## src/shared/pef_map.svh

```systemverilog
/*
 * Constants of the progress event packet framer: packet field values,
 * register offsets, reset values and bit positions.
 * Assumes inclusion by bare name from package and design files.
 */
`ifndef PEF_MAP_SVH
`define PEF_MAP_SVH

// constant packet header fields
`define PEF_VERSION        3'h0
`define PEF_PKT_TYPE_BIT   1'h0
`define PEF_SEC_HDR_FLAG   1'h1
`define PEF_APID           7'h47
`define PEF_CATEGORY       4'h7
`define PEF_SEG_FLAGS      2'h3
`define PEF_PAYLOAD_BYTES  16'h0002
`define PEF_LEN_EXTRA      16'h0009
`define PEF_SERVICE_VER    3'h2
`define PEF_CHECKSUM_FLAG  1'h0
`define PEF_SPARE          4'h0
`define PEF_SERVICE_TYPE   8'h05
`define PEF_SUBTYPE_DEF    8'h01
`define PEF_PAD            8'h00
`define PEF_EVID_POWERUP   16'hA7FE
`define PEF_EVID_ASTEROID  16'hA7FF
`define PEF_PKT_BYTES      5'h12
`define PEF_SEQ_RESET      14'h0000

// register byte offsets
`define PEF_REG_CTRL       8'h00
`define PEF_REG_STATUS     8'h04
`define PEF_REG_IRQ_STAT   8'h08
`define PEF_REG_IRQ_MASK   8'h0C
`define PEF_REG_SEQ        8'h10
`define PEF_REG_SUBTYPE    8'h14
`define PEF_REG_SECONDS    8'h18
`define PEF_REG_FRACTION   8'h1C

// control bits
`define PEF_CTRL_BOOT_OK   0
`define PEF_CTRL_SYNC_TC   1
`define PEF_CTRL_AST_GO    2
`define PEF_CTRL_ENABLE    3

// status bits
`define PEF_ST_BUSY        0
`define PEF_ST_PWR_SENT    1
`define PEF_ST_SYNC_PEND   2

// interrupt bits
`define PEF_IRQ_PWR_DONE   0
`define PEF_IRQ_AST_DONE   1
`define PEF_IRQ_AST_DROP   2

`endif

```

## src/shared/pef_pkg.sv

```systemverilog
/*
 * Types of the progress event packet framer.
 * Assumes pef_map.svh for field widths and values.
 */
`include "pef_map.svh"

package pef_pkg;

	// primary header, 6 bytes
	typedef struct packed {
		logic [2:0]  version;
		logic        pkt_type;
		logic        sec_hdr_flag;
		logic [6:0]  apid;
		logic [3:0]  category;
		logic [1:0]  seg_flags;
		logic [13:0] seq_count;
		logic [15:0] length;
	} pef_prim_hdr_t;

	// secondary header, 10 bytes
	typedef struct packed {
		logic [31:0] seconds;
		logic [15:0] fraction;
		logic        spare_msb;
		logic [2:0]  service_ver;
		logic        checksum_flag;
		logic [2:0]  spare_lsb;
		logic [7:0]  service_type;
		logic [7:0]  subtype;
		logic [7:0]  pad;
	} pef_sec_hdr_t;

	// whole packet, 18 bytes
	typedef struct packed {
		pef_prim_hdr_t prim;
		pef_sec_hdr_t  sec;
		logic [15:0]   event_id;
	} pef_packet_t;

	// serialiser states
	typedef enum logic [2:0] {
		PEF_IDLE = 3'b001,
		PEF_SEND = 3'b010,
		PEF_DONE = 3'b100
	} pef_state_t;

endpackage

```

## src/logic/pef_byte_ser.sv

```systemverilog
/*
 * Byte serialiser: shifts a latched packet out most significant byte first
 * with valid/ready handshake.
 * Assumes one clock, synchronous active-high reset, a sink that may stall.
 */
`timescale 1ns/1ns
`include "pef_map.svh"

module pef_byte_ser (
	input  wire logic                  clk_i,
	input  wire logic                  rst_i,
	input  wire logic                  start_i,
	input  wire pef_pkg::pef_packet_t  pkt_i,
	output logic                       busy_o,
	output logic                       done_o,
	output logic [7:0]                 data_o,
	output logic                       valid_o,
	output logic                       last_o,
	input  wire logic                  ready_i
);

	pef_pkg::pef_state_t state_r, state_nxt;
	logic [143:0]        shreg_r, shreg_nxt;
	logic [4:0]          left_r, left_nxt;
	logic                last_r, last_nxt;

	// next state: load on start, shift on each accepted byte
	always_comb begin
		state_nxt = state_r;
		shreg_nxt = shreg_r;
		left_nxt  = left_r;
		case (state_r)
			pef_pkg::PEF_IDLE: begin
				if (start_i) begin
					shreg_nxt = pkt_i;
					left_nxt  = `PEF_PKT_BYTES;
					state_nxt = pef_pkg::PEF_SEND;
				end
			end
			pef_pkg::PEF_SEND: begin
				if (ready_i) begin
					shreg_nxt = {shreg_r[135:0], 8'h00};
					left_nxt  = left_r - 5'h01;
					if (left_r == 5'h01) begin
						state_nxt = pef_pkg::PEF_DONE;
					end
				end
			end
			pef_pkg::PEF_DONE: begin
				state_nxt = pef_pkg::PEF_IDLE;
			end
			default: begin
				state_nxt = pef_pkg::PEF_IDLE;
			end
		endcase
		// last flag prepared one cycle ahead so the pin comes from a flop
		last_nxt = (state_nxt == pef_pkg::PEF_SEND) && (left_nxt == 5'h01);
	end

	// register state
	always_ff @(posedge clk_i) begin
		if (rst_i) begin
			state_r <= pef_pkg::PEF_IDLE;
			shreg_r <= 144'h0;
			left_r  <= 5'h00;
			last_r  <= 1'h0;
		end else begin
			state_r <= state_nxt;
			shreg_r <= shreg_nxt;
			left_r  <= left_nxt;
			last_r  <= last_nxt;
		end
	end

	// outputs straight from state
	assign data_o  = shreg_r[143:136];
	assign valid_o = state_r[1];         // one-hot send bit
	assign last_o  = last_r;
	assign busy_o  = (state_r != pef_pkg::PEF_IDLE);
	assign done_o  = (state_r == pef_pkg::PEF_DONE);

endmodule

```

## src/logic/pef_framer.sv

```systemverilog
/*
 * Progress event packet framer: builds powered-up and asteroid-started event
 * packets and streams them out bytewise, with a classic Wishbone register
 * slave, sticky interrupt status and a level interrupt.
 * Assumes one 10 MHz clock, synchronous active-high reset, a time sync pulse
 * from outside the clock domain and a byte sink with ready back-pressure.
 */
// Overview of operation
// - Every packet carries application process identifier 71 and category 7.
// - A 14-bit sequence count for this identifier/category starts at zero, +1 per packet.
// - The length field is payload bytes plus nine, so eleven for two bytes.
// - The secondary header holds a 48-bit start time, 4 bytes seconds then 2 fraction.
// - The service version field is binary 010 in every packet.
// - The service type field is 5 (event) in every packet.
// - Each packet ends in a two-byte source data field with the event identifier.
// - The powered-up event carries identifier 43006 (A7FE).
// - Powered-up goes out once, after boot completes, sync command and sync pulse.
// - Asteroid-started goes out when the asteroid mode sequence begins.
// - Asteroid start is expected to match the commanded start time; not checked.
// - The asteroid-started event carries identifier 43007 (A7FF).
`timescale 1ns/1ns
`include "pef_map.svh"

module pef_framer (
	input  wire logic        clk_i,
	input  wire logic        rst_i,
	input  wire logic        wb_cyc_i,
	input  wire logic        wb_stb_i,
	input  wire logic        wb_we_i,
	input  wire logic [7:0]  wb_adr_i,
	input  wire logic [3:0]  wb_sel_i,
	input  wire logic [31:0] wb_dat_i,
	output logic [31:0]      wb_dat_o,
	output logic             wb_ack_o,
	input  wire logic        time_sync_pulse_i,
	output logic [7:0]       tm_data_o,
	output logic             tm_valid_o,
	output logic             tm_last_o,
	input  wire logic        tm_ready_i,
	output logic             irq_o
);

	// register state
	logic [3:0]  ctrl_r, ctrl_nxt;
	logic [2:0]  irq_stat_r, irq_stat_nxt;
	logic [2:0]  irq_mask_r, irq_mask_nxt;
	logic [7:0]  subtype_r, subtype_nxt;
	logic [31:0] seconds_r, seconds_nxt;
	logic [15:0] fraction_r, fraction_nxt;
	logic [13:0] seq_r, seq_nxt;
	logic        pwr_sent_r, pwr_sent_nxt;
	logic        pulse_seen_r, pulse_seen_nxt;
	logic        ast_pend_r, ast_pend_nxt;
	logic        start_r, start_nxt;
	logic        kind_ast_r, kind_ast_nxt;
	logic        ack_r, ack_nxt;
	logic [31:0] rdat_r, rdat_nxt;
	logic        irq_r, irq_nxt;
	logic [1:0]  sync_r;
	logic        pulse_d_r;

	// serialiser signals
	pef_pkg::pef_packet_t pkt;
	logic        ser_busy;
	logic        ser_done;
	logic [7:0]  ser_data;
	logic        ser_valid;
	logic        ser_last;
	logic        access;
	logic        wr;
	logic [31:0] wmask;
	logic        pulse_rise;

	// sync pulse: two flip-flops, edge taken from the second stage only
	always_ff @(posedge clk_i) begin
		if (rst_i) begin
			sync_r    <= 2'h0;
			pulse_d_r <= 1'h0;
		end else begin
			sync_r    <= {sync_r[0], time_sync_pulse_i};
			pulse_d_r <= sync_r[1];
		end
	end
	assign pulse_rise = sync_r[1] & ~pulse_d_r;

	// bus decode
	assign access = wb_cyc_i & wb_stb_i & ~ack_r;
	assign wr     = access & wb_we_i;
	assign wmask  = {{8{wb_sel_i[3]}}, {8{wb_sel_i[2]}}, {8{wb_sel_i[1]}}, {8{wb_sel_i[0]}}};

	// packet assembly from constants, counter and time registers
	always_comb begin
		pkt.prim.version       = `PEF_VERSION;
		pkt.prim.pkt_type      = `PEF_PKT_TYPE_BIT;
		pkt.prim.sec_hdr_flag  = `PEF_SEC_HDR_FLAG;
		pkt.prim.apid          = `PEF_APID;
		pkt.prim.category      = `PEF_CATEGORY;
		pkt.prim.seg_flags     = `PEF_SEG_FLAGS;
		pkt.prim.seq_count     = seq_r;
		pkt.prim.length        = `PEF_PAYLOAD_BYTES + `PEF_LEN_EXTRA;
		pkt.sec.seconds        = seconds_r;
		pkt.sec.fraction       = fraction_r;
		pkt.sec.spare_msb      = 1'(`PEF_SPARE >> 3);
		pkt.sec.service_ver    = `PEF_SERVICE_VER;
		pkt.sec.checksum_flag  = `PEF_CHECKSUM_FLAG;
		pkt.sec.spare_lsb      = 3'(`PEF_SPARE & 4'h7);
		pkt.sec.service_type   = `PEF_SERVICE_TYPE;
		pkt.sec.subtype        = subtype_r;
		pkt.sec.pad            = `PEF_PAD;
		pkt.event_id           = kind_ast_r ? `PEF_EVID_ASTEROID : `PEF_EVID_POWERUP;
	end

	// next values of event sequencing, registers, bus answer and interrupt
	always_comb begin
		ctrl_nxt       = ctrl_r;
		irq_stat_nxt   = irq_stat_r;
		irq_mask_nxt   = irq_mask_r;
		subtype_nxt    = subtype_r;
		seconds_nxt    = seconds_r;
		fraction_nxt   = fraction_r;
		seq_nxt        = seq_r;
		pwr_sent_nxt   = pwr_sent_r;
		pulse_seen_nxt = pulse_seen_r | pulse_rise;
		ast_pend_nxt   = ast_pend_r;
		start_nxt      = 1'h0;
		kind_ast_nxt   = kind_ast_r;
		ack_nxt        = access;
		rdat_nxt       = 32'h0;
		irq_nxt        = 1'h0;
		// the asteroid start bit is one-shot; set by software, cleared here
		ctrl_nxt[`PEF_CTRL_AST_GO] = 1'h0;
		// register writes
		if (wr) begin
			case (wb_adr_i)
				`PEF_REG_CTRL: begin
					ctrl_nxt = (ctrl_r & ~wmask[3:0]) | (wb_dat_i[3:0] & wmask[3:0]);
				end
				`PEF_REG_IRQ_STAT: begin
					irq_stat_nxt = irq_stat_r & ~(wb_dat_i[2:0] & wmask[2:0]);
				end
				`PEF_REG_IRQ_MASK: begin
					irq_mask_nxt = (irq_mask_r & ~wmask[2:0]) | (wb_dat_i[2:0] & wmask[2:0]);
				end
				`PEF_REG_SUBTYPE: begin
					if (wb_sel_i[0]) subtype_nxt = wb_dat_i[7:0];
				end
				`PEF_REG_SECONDS: begin
					seconds_nxt = (seconds_r & ~wmask) | (wb_dat_i & wmask);
				end
				`PEF_REG_FRACTION: begin
					fraction_nxt = (fraction_r & ~wmask[15:0]) | (wb_dat_i[15:0] & wmask[15:0]);
				end
				default: begin
				end
			endcase
		end
		// asteroid sequence start request, held until a packet slot is free
		if (wr && wb_adr_i == `PEF_REG_CTRL && wb_sel_i[0] && wb_dat_i[`PEF_CTRL_AST_GO]) begin
			if (ast_pend_r) begin
				irq_stat_nxt[`PEF_IRQ_AST_DROP] = 1'h1; // second start while one waits
			end
			ast_pend_nxt = 1'h1;
		end
		// launch a packet when the serialiser is idle; powered-up has priority
		if (!ser_busy && !start_r && ctrl_r[`PEF_CTRL_ENABLE]) begin
			if (!pwr_sent_r && ctrl_r[`PEF_CTRL_BOOT_OK] && ctrl_r[`PEF_CTRL_SYNC_TC]
			    && pulse_seen_r) begin
				start_nxt    = 1'h1;
				kind_ast_nxt = 1'h0;
				pwr_sent_nxt = 1'h1;
			end else if (ast_pend_r) begin
				start_nxt    = 1'h1;
				kind_ast_nxt = 1'h1;
				ast_pend_nxt = 1'h0;                        // request consumed by this launch
				if (wr && wb_adr_i == `PEF_REG_CTRL && wb_sel_i[0]
				    && wb_dat_i[`PEF_CTRL_AST_GO]) begin
					ast_pend_nxt = 1'h1;                      // new request kept
				end
			end
		end
		// packet done: count it and raise its event; set wins over clear
		if (ser_done) begin
			seq_nxt = seq_r + 14'h0001;
			if (kind_ast_r) begin
				irq_stat_nxt[`PEF_IRQ_AST_DONE] = 1'h1;
			end else begin
				irq_stat_nxt[`PEF_IRQ_PWR_DONE] = 1'h1;
			end
		end
		// read data
		if (access && !wb_we_i) begin
			case (wb_adr_i)
				`PEF_REG_CTRL:     rdat_nxt = {28'h0, ctrl_r};
				`PEF_REG_STATUS:   rdat_nxt = {29'h0, pulse_seen_r & ~pwr_sent_r, pwr_sent_r,
				                               ser_busy | start_r};
				`PEF_REG_IRQ_STAT: rdat_nxt = {29'h0, irq_stat_r};
				`PEF_REG_IRQ_MASK: rdat_nxt = {29'h0, irq_mask_r};
				`PEF_REG_SEQ:      rdat_nxt = {18'h0, seq_r};
				`PEF_REG_SUBTYPE:  rdat_nxt = {24'h0, subtype_r};
				`PEF_REG_SECONDS:  rdat_nxt = seconds_r;
				`PEF_REG_FRACTION: rdat_nxt = {16'h0, fraction_r};
				default:           rdat_nxt = 32'h0;
			endcase
		end
		irq_nxt = |(irq_stat_nxt & irq_mask_nxt);
	end

	// register all state
	always_ff @(posedge clk_i) begin
		if (rst_i) begin
			ctrl_r       <= 4'h0;
			irq_stat_r   <= 3'h0;
			irq_mask_r   <= 3'h0;
			subtype_r    <= `PEF_SUBTYPE_DEF;
			seconds_r    <= 32'h0;
			fraction_r   <= 16'h0;
			seq_r        <= `PEF_SEQ_RESET;
			pwr_sent_r   <= 1'h0;
			pulse_seen_r <= 1'h0;
			ast_pend_r   <= 1'h0;
			start_r      <= 1'h0;
			kind_ast_r   <= 1'h0;
			ack_r        <= 1'h0;
			rdat_r       <= 32'h0;
			irq_r        <= 1'h0;
		end else begin
			ctrl_r       <= ctrl_nxt;
			irq_stat_r   <= irq_stat_nxt;
			irq_mask_r   <= irq_mask_nxt;
			subtype_r    <= subtype_nxt;
			seconds_r    <= seconds_nxt;
			fraction_r   <= fraction_nxt;
			seq_r        <= seq_nxt;
			pwr_sent_r   <= pwr_sent_nxt;
			pulse_seen_r <= pulse_seen_nxt;
			ast_pend_r   <= ast_pend_nxt;
			start_r      <= start_nxt;
			kind_ast_r   <= kind_ast_nxt;
			ack_r        <= ack_nxt;
			rdat_r       <= rdat_nxt;
			irq_r        <= irq_nxt;
		end
	end

	// byte stream serialiser
	pef_byte_ser u_ser (
		.clk_i   (clk_i),
		.rst_i   (rst_i),
		.start_i (start_r),
		.pkt_i   (pkt),
		.busy_o  (ser_busy),
		.done_o  (ser_done),
		.data_o  (ser_data),
		.valid_o (ser_valid),
		.last_o  (ser_last),
		.ready_i (tm_ready_i)
	);

	// outputs from flip-flops
	assign wb_ack_o   = ack_r;
	assign wb_dat_o   = rdat_r;
	assign irq_o      = irq_r;
	assign tm_data_o  = ser_data;
	assign tm_valid_o = ser_valid;
	assign tm_last_o  = ser_last;

endmodule

```

## config.mk

```make
export PLATFORM = sky130hd
export DESIGN_NAME = pef_framer
export DESIGN_NICKNAME = d
export VERILOG_FILES = /design/src/shared/pef_pkg.sv /design/src/logic/pef_byte_ser.sv /design/src/logic/pef_framer.sv
export VERILOG_INCLUDE_DIRS = /design/src /design/src/shared
export SDC_FILE = /design/constraint.sdc
export NUM_CORES = 1
export LEC_CHECK = 0
export ABC_AREA = 1
export ABC_CLOCK_PERIOD_IN_PS = 2550
export BUFFER_PORTS_ARGS = -buffer_cell sky130_fd_sc_hd__buf_2
export CAP_MARGIN = 20
export CORE_UTILIZATION = 35
export CTS_CLUSTER_DIAMETER = 60
export DETAILED_ROUTE_END_ITERATION = 10
export PLACE_DENSITY = 0.53
export SETUP_SLACK_MARGIN = 0.3
export SYNTH_ARGS = -nofsm -noshare
export SYNTH_HDL_FRONTEND = slang
export SYNTH_SLANG_ARGS = --single-unit
```

## constraint.sdc

```tcl
create_clock -name clk_i -period 2.55 [get_ports clk_i]
set_input_delay 0.1275 -clock clk_i [delete_from_list [all_inputs] [get_ports clk_i]]
set_output_delay 0.1275 -clock clk_i [all_outputs]
set_load 0.02 [all_outputs]
```

==> flow_summary.html <==
<table>
<tr><th>Metric</th><th>Value</th></tr>
<tr><th colspan="2">Timing</th></tr>
<tr><td>Max frequency</td><td>503 MHz</td></tr>
<tr><td>Worst slew pin tran</td><td>1.03 ns</td></tr>
<tr><td>Time the worst path needs with I/O delays and setup</td><td>1.99 ns</td></tr>
<tr><td>Max Transition Viols Final</td><td>0</td></tr>
<tr><td>Worst hold margin</td><td>0.110 ns</td></tr>
<tr><td>Final Hold Viols</td><td>0</td></tr>
<tr><td>Summed negative setup slack over all endpoints</td><td>0 ns</td></tr>
<tr><td>Final period utilization</td><td>77.9%</td></tr>
<tr><td>Post-layout worst setup margin</td><td>0.563 ns</td></tr>
<tr><td>Worst Clk Skew</td><td>0.0156 ns</td></tr>
<tr><td>Final setup violation count</td><td>0</td></tr>
<tr><td>Setup repair after global routing missed its margin</td><td>false</td></tr>
<tr><td>Worst-case headroom to the max-slew limit</td><td>31.4%</td></tr>
<tr><th colspan="2">Global route</th></tr>
<tr><td>First-pass GRT wire length</td><td>46100 um</td></tr>
<tr><td>Global-route total usage across every layer</td><td>18.8%</td></tr>
<tr><td>GRT Residual Overflow</td><td>0</td></tr>
<tr><td>Largest net degree at the start of global routing</td><td>115</td></tr>
<tr><td>Via count of the first global-routing pass</td><td>8849</td></tr>
<tr><td>Initial antenna violation count</td><td>1</td></tr>
<tr><th colspan="2">Synthesis</th></tr>
<tr><td>Post-Synthesis Cells</td><td>1385</td></tr>
<tr><td>Dominant synthesized flop cell</td><td>sky130_fd_sc_hd__dfxtp_1</td></tr>
<tr><td>Ys async rst share</td><td>0%</td></tr>
<tr><td>Number of synthesized register bits</td><td>259</td></tr>
<tr><td>Number of distinct library cells after synthesis</td><td>34</td></tr>
<tr><td>Syn avg cell area</td><td>7.37 um2</td></tr>
<tr><td>Number of synthesized flops with an enable pin</td><td>0</td></tr>
<tr><td>Mapped Nets</td><td>1439</td></tr>
<tr><td>Area of the mapped netlist</td><td>10200 um2</td></tr>
<tr><td>Yosys warning total</td><td>0</td></tr>
<tr><td>Seq/Total Area, Yosys</td><td>50.8%</td></tr>
<tr><th colspan="2">Route</th></tr>
<tr><td>Remaining routing DRC violations</td><td>1</td></tr>
<tr><td>Detail Route Antenna Nets</td><td>0</td></tr>
<tr><td>WL per Instance</td><td>14.9 um</td></tr>
<tr><td>Number of iterations in the first detailed-routing pass</td><td>9</td></tr>
<tr><td>Detailed-route wire length</td><td>28400 um</td></tr>
<tr><td>Vias per Instance</td><td>4.93</td></tr>
<tr><td>Violation count after the first detailed-route iteration</td><td>683</td></tr>
<tr><td>Vias</td><td>9403</td></tr>
<tr><th colspan="2">Layout</th></tr>
<tr><td>Share of layout cells above drive strength 1</td><td>11.7%</td></tr>
<tr><td>Leading cell type in the layout, fill and taps excluded</td><td>sky130_fd_sc_hd__nand2_1</td></tr>
<tr><td>Area occupied by registers</td><td>5180 um2</td></tr>
<tr><td>Diode count</td><td>0</td></tr>
<tr><td>Final instance area</td><td>12600 um2</td></tr>
<tr><td>Layout filler cell count</td><td>3010</td></tr>
<tr><td>Layout area overhead</td><td>23.2%</td></tr>
<tr><td>Total area of multi-input combinational cells</td><td>4350 um2</td></tr>
<tr><td>Commonest cells after routing, fill and taps aside</td><td>428 x sky130_fd_sc_hd__nand2_1, 259 x sky130_fd_sc_hd__dfxtp_1, 122 x sky130_fd_sc_hd__nor2_1</td></tr>
<tr><td>Number of nets in the layout</td><td>1554</td></tr>
<tr><th colspan="2">Floorplanning</th></tr>
<tr><td>Number of core rows</td><td>62</td></tr>
<tr><td>Top-level I/O count</td><td>95</td></tr>
<tr><td>Die footprint</td><td>29900 um2</td></tr>
<tr><td>Initial core utilization</td><td>35.6%</td></tr>
<tr><td>Horizontal die dimension</td><td>173 um</td></tr>
<tr><td>Vertical extent of the die</td><td>173 um</td></tr>
<tr><td>Core box area</td><td>28700 um2</td></tr>
<tr><th colspan="2">Outcome</th></tr>
<tr><td>Failing checks</td><td>design-rule violations</td></tr>
<tr><td>Run status</td><td>finished with violations</td></tr>
<tr><th colspan="2">Placed design</th></tr>
<tr><td>Sum of net half-perimeters after detailed placement</td><td>18700 um</td></tr>
<tr><td>IO Port Bufs</td><td>94</td></tr>
<tr><td>Placement Cell Area</td><td>10900 um2</td></tr>
<tr><td>Routability congestion estimate</td><td>0.856</td></tr>
<tr><td>Worst-case setup slack after placement</td><td>0.535 ns</td></tr>
<tr><th colspan="2">Clock network</th></tr>
<tr><td>Cell at the root of the clock tree</td><td>sky130_fd_sc_hd__clkbuf_16</td></tr>
<tr><td>Clock slew at reported path FFs</td><td>0.06 ns</td></tr>
<tr><td>CTS Sinks</td><td>259</td></tr>
<tr><td>Number of levels in the clock H-tree</td><td>1</td></tr>
<tr><td>Clk buf depth</td><td>3</td></tr>
<tr><td>Number of buffers added by the clock tree synthesis step</td><td>31</td></tr>
<tr><td>TritonCTS clock tree</td><td>built</td></tr>
<tr><td>Source-to-sink clock delay at the later pin of the worst-skew pair</td><td>0.55 ns</td></tr>
<tr><th colspan="2">Critical path</th></tr>
<tr><td>Data required, critical path</td><td>3.02 ns</td></tr>
<tr><td>Type of the setup path with the least slack</td><td>register to register</td></tr>
<tr><td>Element type at the critical path end</td><td>register</td></tr>
<tr><td>Startpoint types</td><td>register</td></tr>
<tr><td>Worst Reg-to-Reg Cells</td><td>7</td></tr>
<tr><td>Crit path DAT</td><td>2.46 ns</td></tr>
<tr><td>Largest fanout of any net on the critical path</td><td>61</td></tr>
<tr><th colspan="2">Power</th></tr>
<tr><td>Leak pwr</td><td>0.00464 uW</td></tr>
<tr><td>Power density cells</td><td>702 nW/um2</td></tr>
<tr><td>Maximum resistive drop on vdd</td><td>0.389 mV</td></tr>
<tr><td>Post-layout power</td><td>8830 uW</td></tr>
<tr><th colspan="2">Worst hold path</th></tr>
<tr><td>Cell depth of the worst min-delay path</td><td>4</td></tr>
<tr><td>Type of the worst min-delay path</td><td>input port to register</td></tr>
<tr><th colspan="2">Run</th></tr>
<tr><td>Number of max-cap violations</td><td>0</td></tr>
</table>
==> worst paths after layout <==
| path | slack, ns | from | endpoint |
|---|---|---|---|
| hold reg to reg | 0.40 | sync_r[0] | sync_r[1] |
| setup reg to reg | 0.56 | u_ser.state_r[1] | u_ser.shreg_r[30] |
| hold / removal | 0.11 | wb_we_i | register |
| setup / recovery | 0.56 | u_ser.state_r[1] | u_ser.shreg_r[30] |
==> cells by family (layout without fill, tap and decap cells) <==
kind of cell | Yosys count | after routing | share of synthesized area (%)
XOR/XNOR | 2 | 2 | 0.172
AND/OR/NAND/NOR | 627 | 628 | 24.5
AO/OA/AOI/OAI | 330 | 330 | 17.3
buffers and inverters | 164 | 301 | 6.88
adder cells (fa/ha/maj) | 3 | 3 | 0.368
flip-flops | 259 | 259 | 50.8
==> synthesized netlist by cell type, drive strengths merged (2+ instances only) <==
| master | instances | share of area, % |
|---|---|---|
| inv | 75 | 2.8 |
| buf | 38 | 2.2 |
| o211ai | 4 | 0.29 |
| a31oi | 71 | 4.4 |
| dfxtp | 259 | 51 |
| o21ai | 127 | 6.2 |
| nor3 | 4 | 0.31 |
| ha | 3 | 0.37 |
| nand3 | 58 | 2.9 |
| xor2 | 2 | 0.17 |
| nor2 | 125 | 4.8 |
| o22ai | 4 | 0.25 |
| a21oi | 121 | 5.9 |
| clkbuf | 48 | 1.8 |
| nand2 | 430 | 16 |
| clkinv | 3 | 0.11 |
| nand4 | 7 | 0.49 |
==> area by class of cell <==
| cell class | count | area share, % |
|---|---|---|
| clock inverters | 19 | 1.92 |
| inverters | 78 | 2.35 |
| well taps | 384 | 3.82 |
| repair buffers | 167 | 9.63 |
| clock buffers | 37 | 6.50 |
| multi-input cells | 963 | 34.6 |
| flip-flops and latches | 259 | 41.2 |
==> stage by stage <==
| step | instances | util [%] |
|---|---|---|
| 2_1_floorplan | 1385 | - |
| 3_3_place_gp | 1792 | 38.0 |
| 3_5_place_dp | 1792 | 38.0 |
| 4_1_cts | 1904 | 43.6 |
| 5_1_grt | 1907 | 43.8 |
| 6_report | 1907 | 43.8 |
==> worst max-delay path: stages, from the launching register on <==
cell and delay, ns:
sky130_fd_sc_hd__dfxtp_1 0.32, sky130_fd_sc_hd__inv_1 0.14, sky130_fd_sc_hd__nor3_4 0.09, sky130_fd_sc_hd__nand2_2 0.19, sky130_fd_sc_hd__nand2_4 0.09, sky130_fd_sc_hd__inv_2 0.73
sky130_fd_sc_hd__nand2_1 0.12, sky130_fd_sc_hd__a31oi_1 0.19
==> where the power goes <==
part | total [uW] | switching (uW) | internal, uW
logic | 224 | 131 | 92.5
registers | 4050 | 1.78 | 4050
clock network | 4550 | 1760 | 2800
total | 8830 | 1890 | 6940
==> routing by layer <==
| layer | part of all wire (%) | global-route usage, % |
|---|---|---|
| met5 | 0 | 0 |
| met4 | 2.3 | 5.42 |
| met3 | 5.1 | 2.53 |
| met2 | 46 | 30.7 |
| met1 | 47 | 26.0 |
==> repair_timing <==
action | 4_1_cts | 5_1_grt
resized for setup | 0 | 5
hold endpoints to repair | 62 | 0
hold buffers | 56 | 0
endpoints found under the setup margin | 0 | 24
buffers inserted | 0 | 2
No activity file was read; power rests on OpenSTA's default activity.
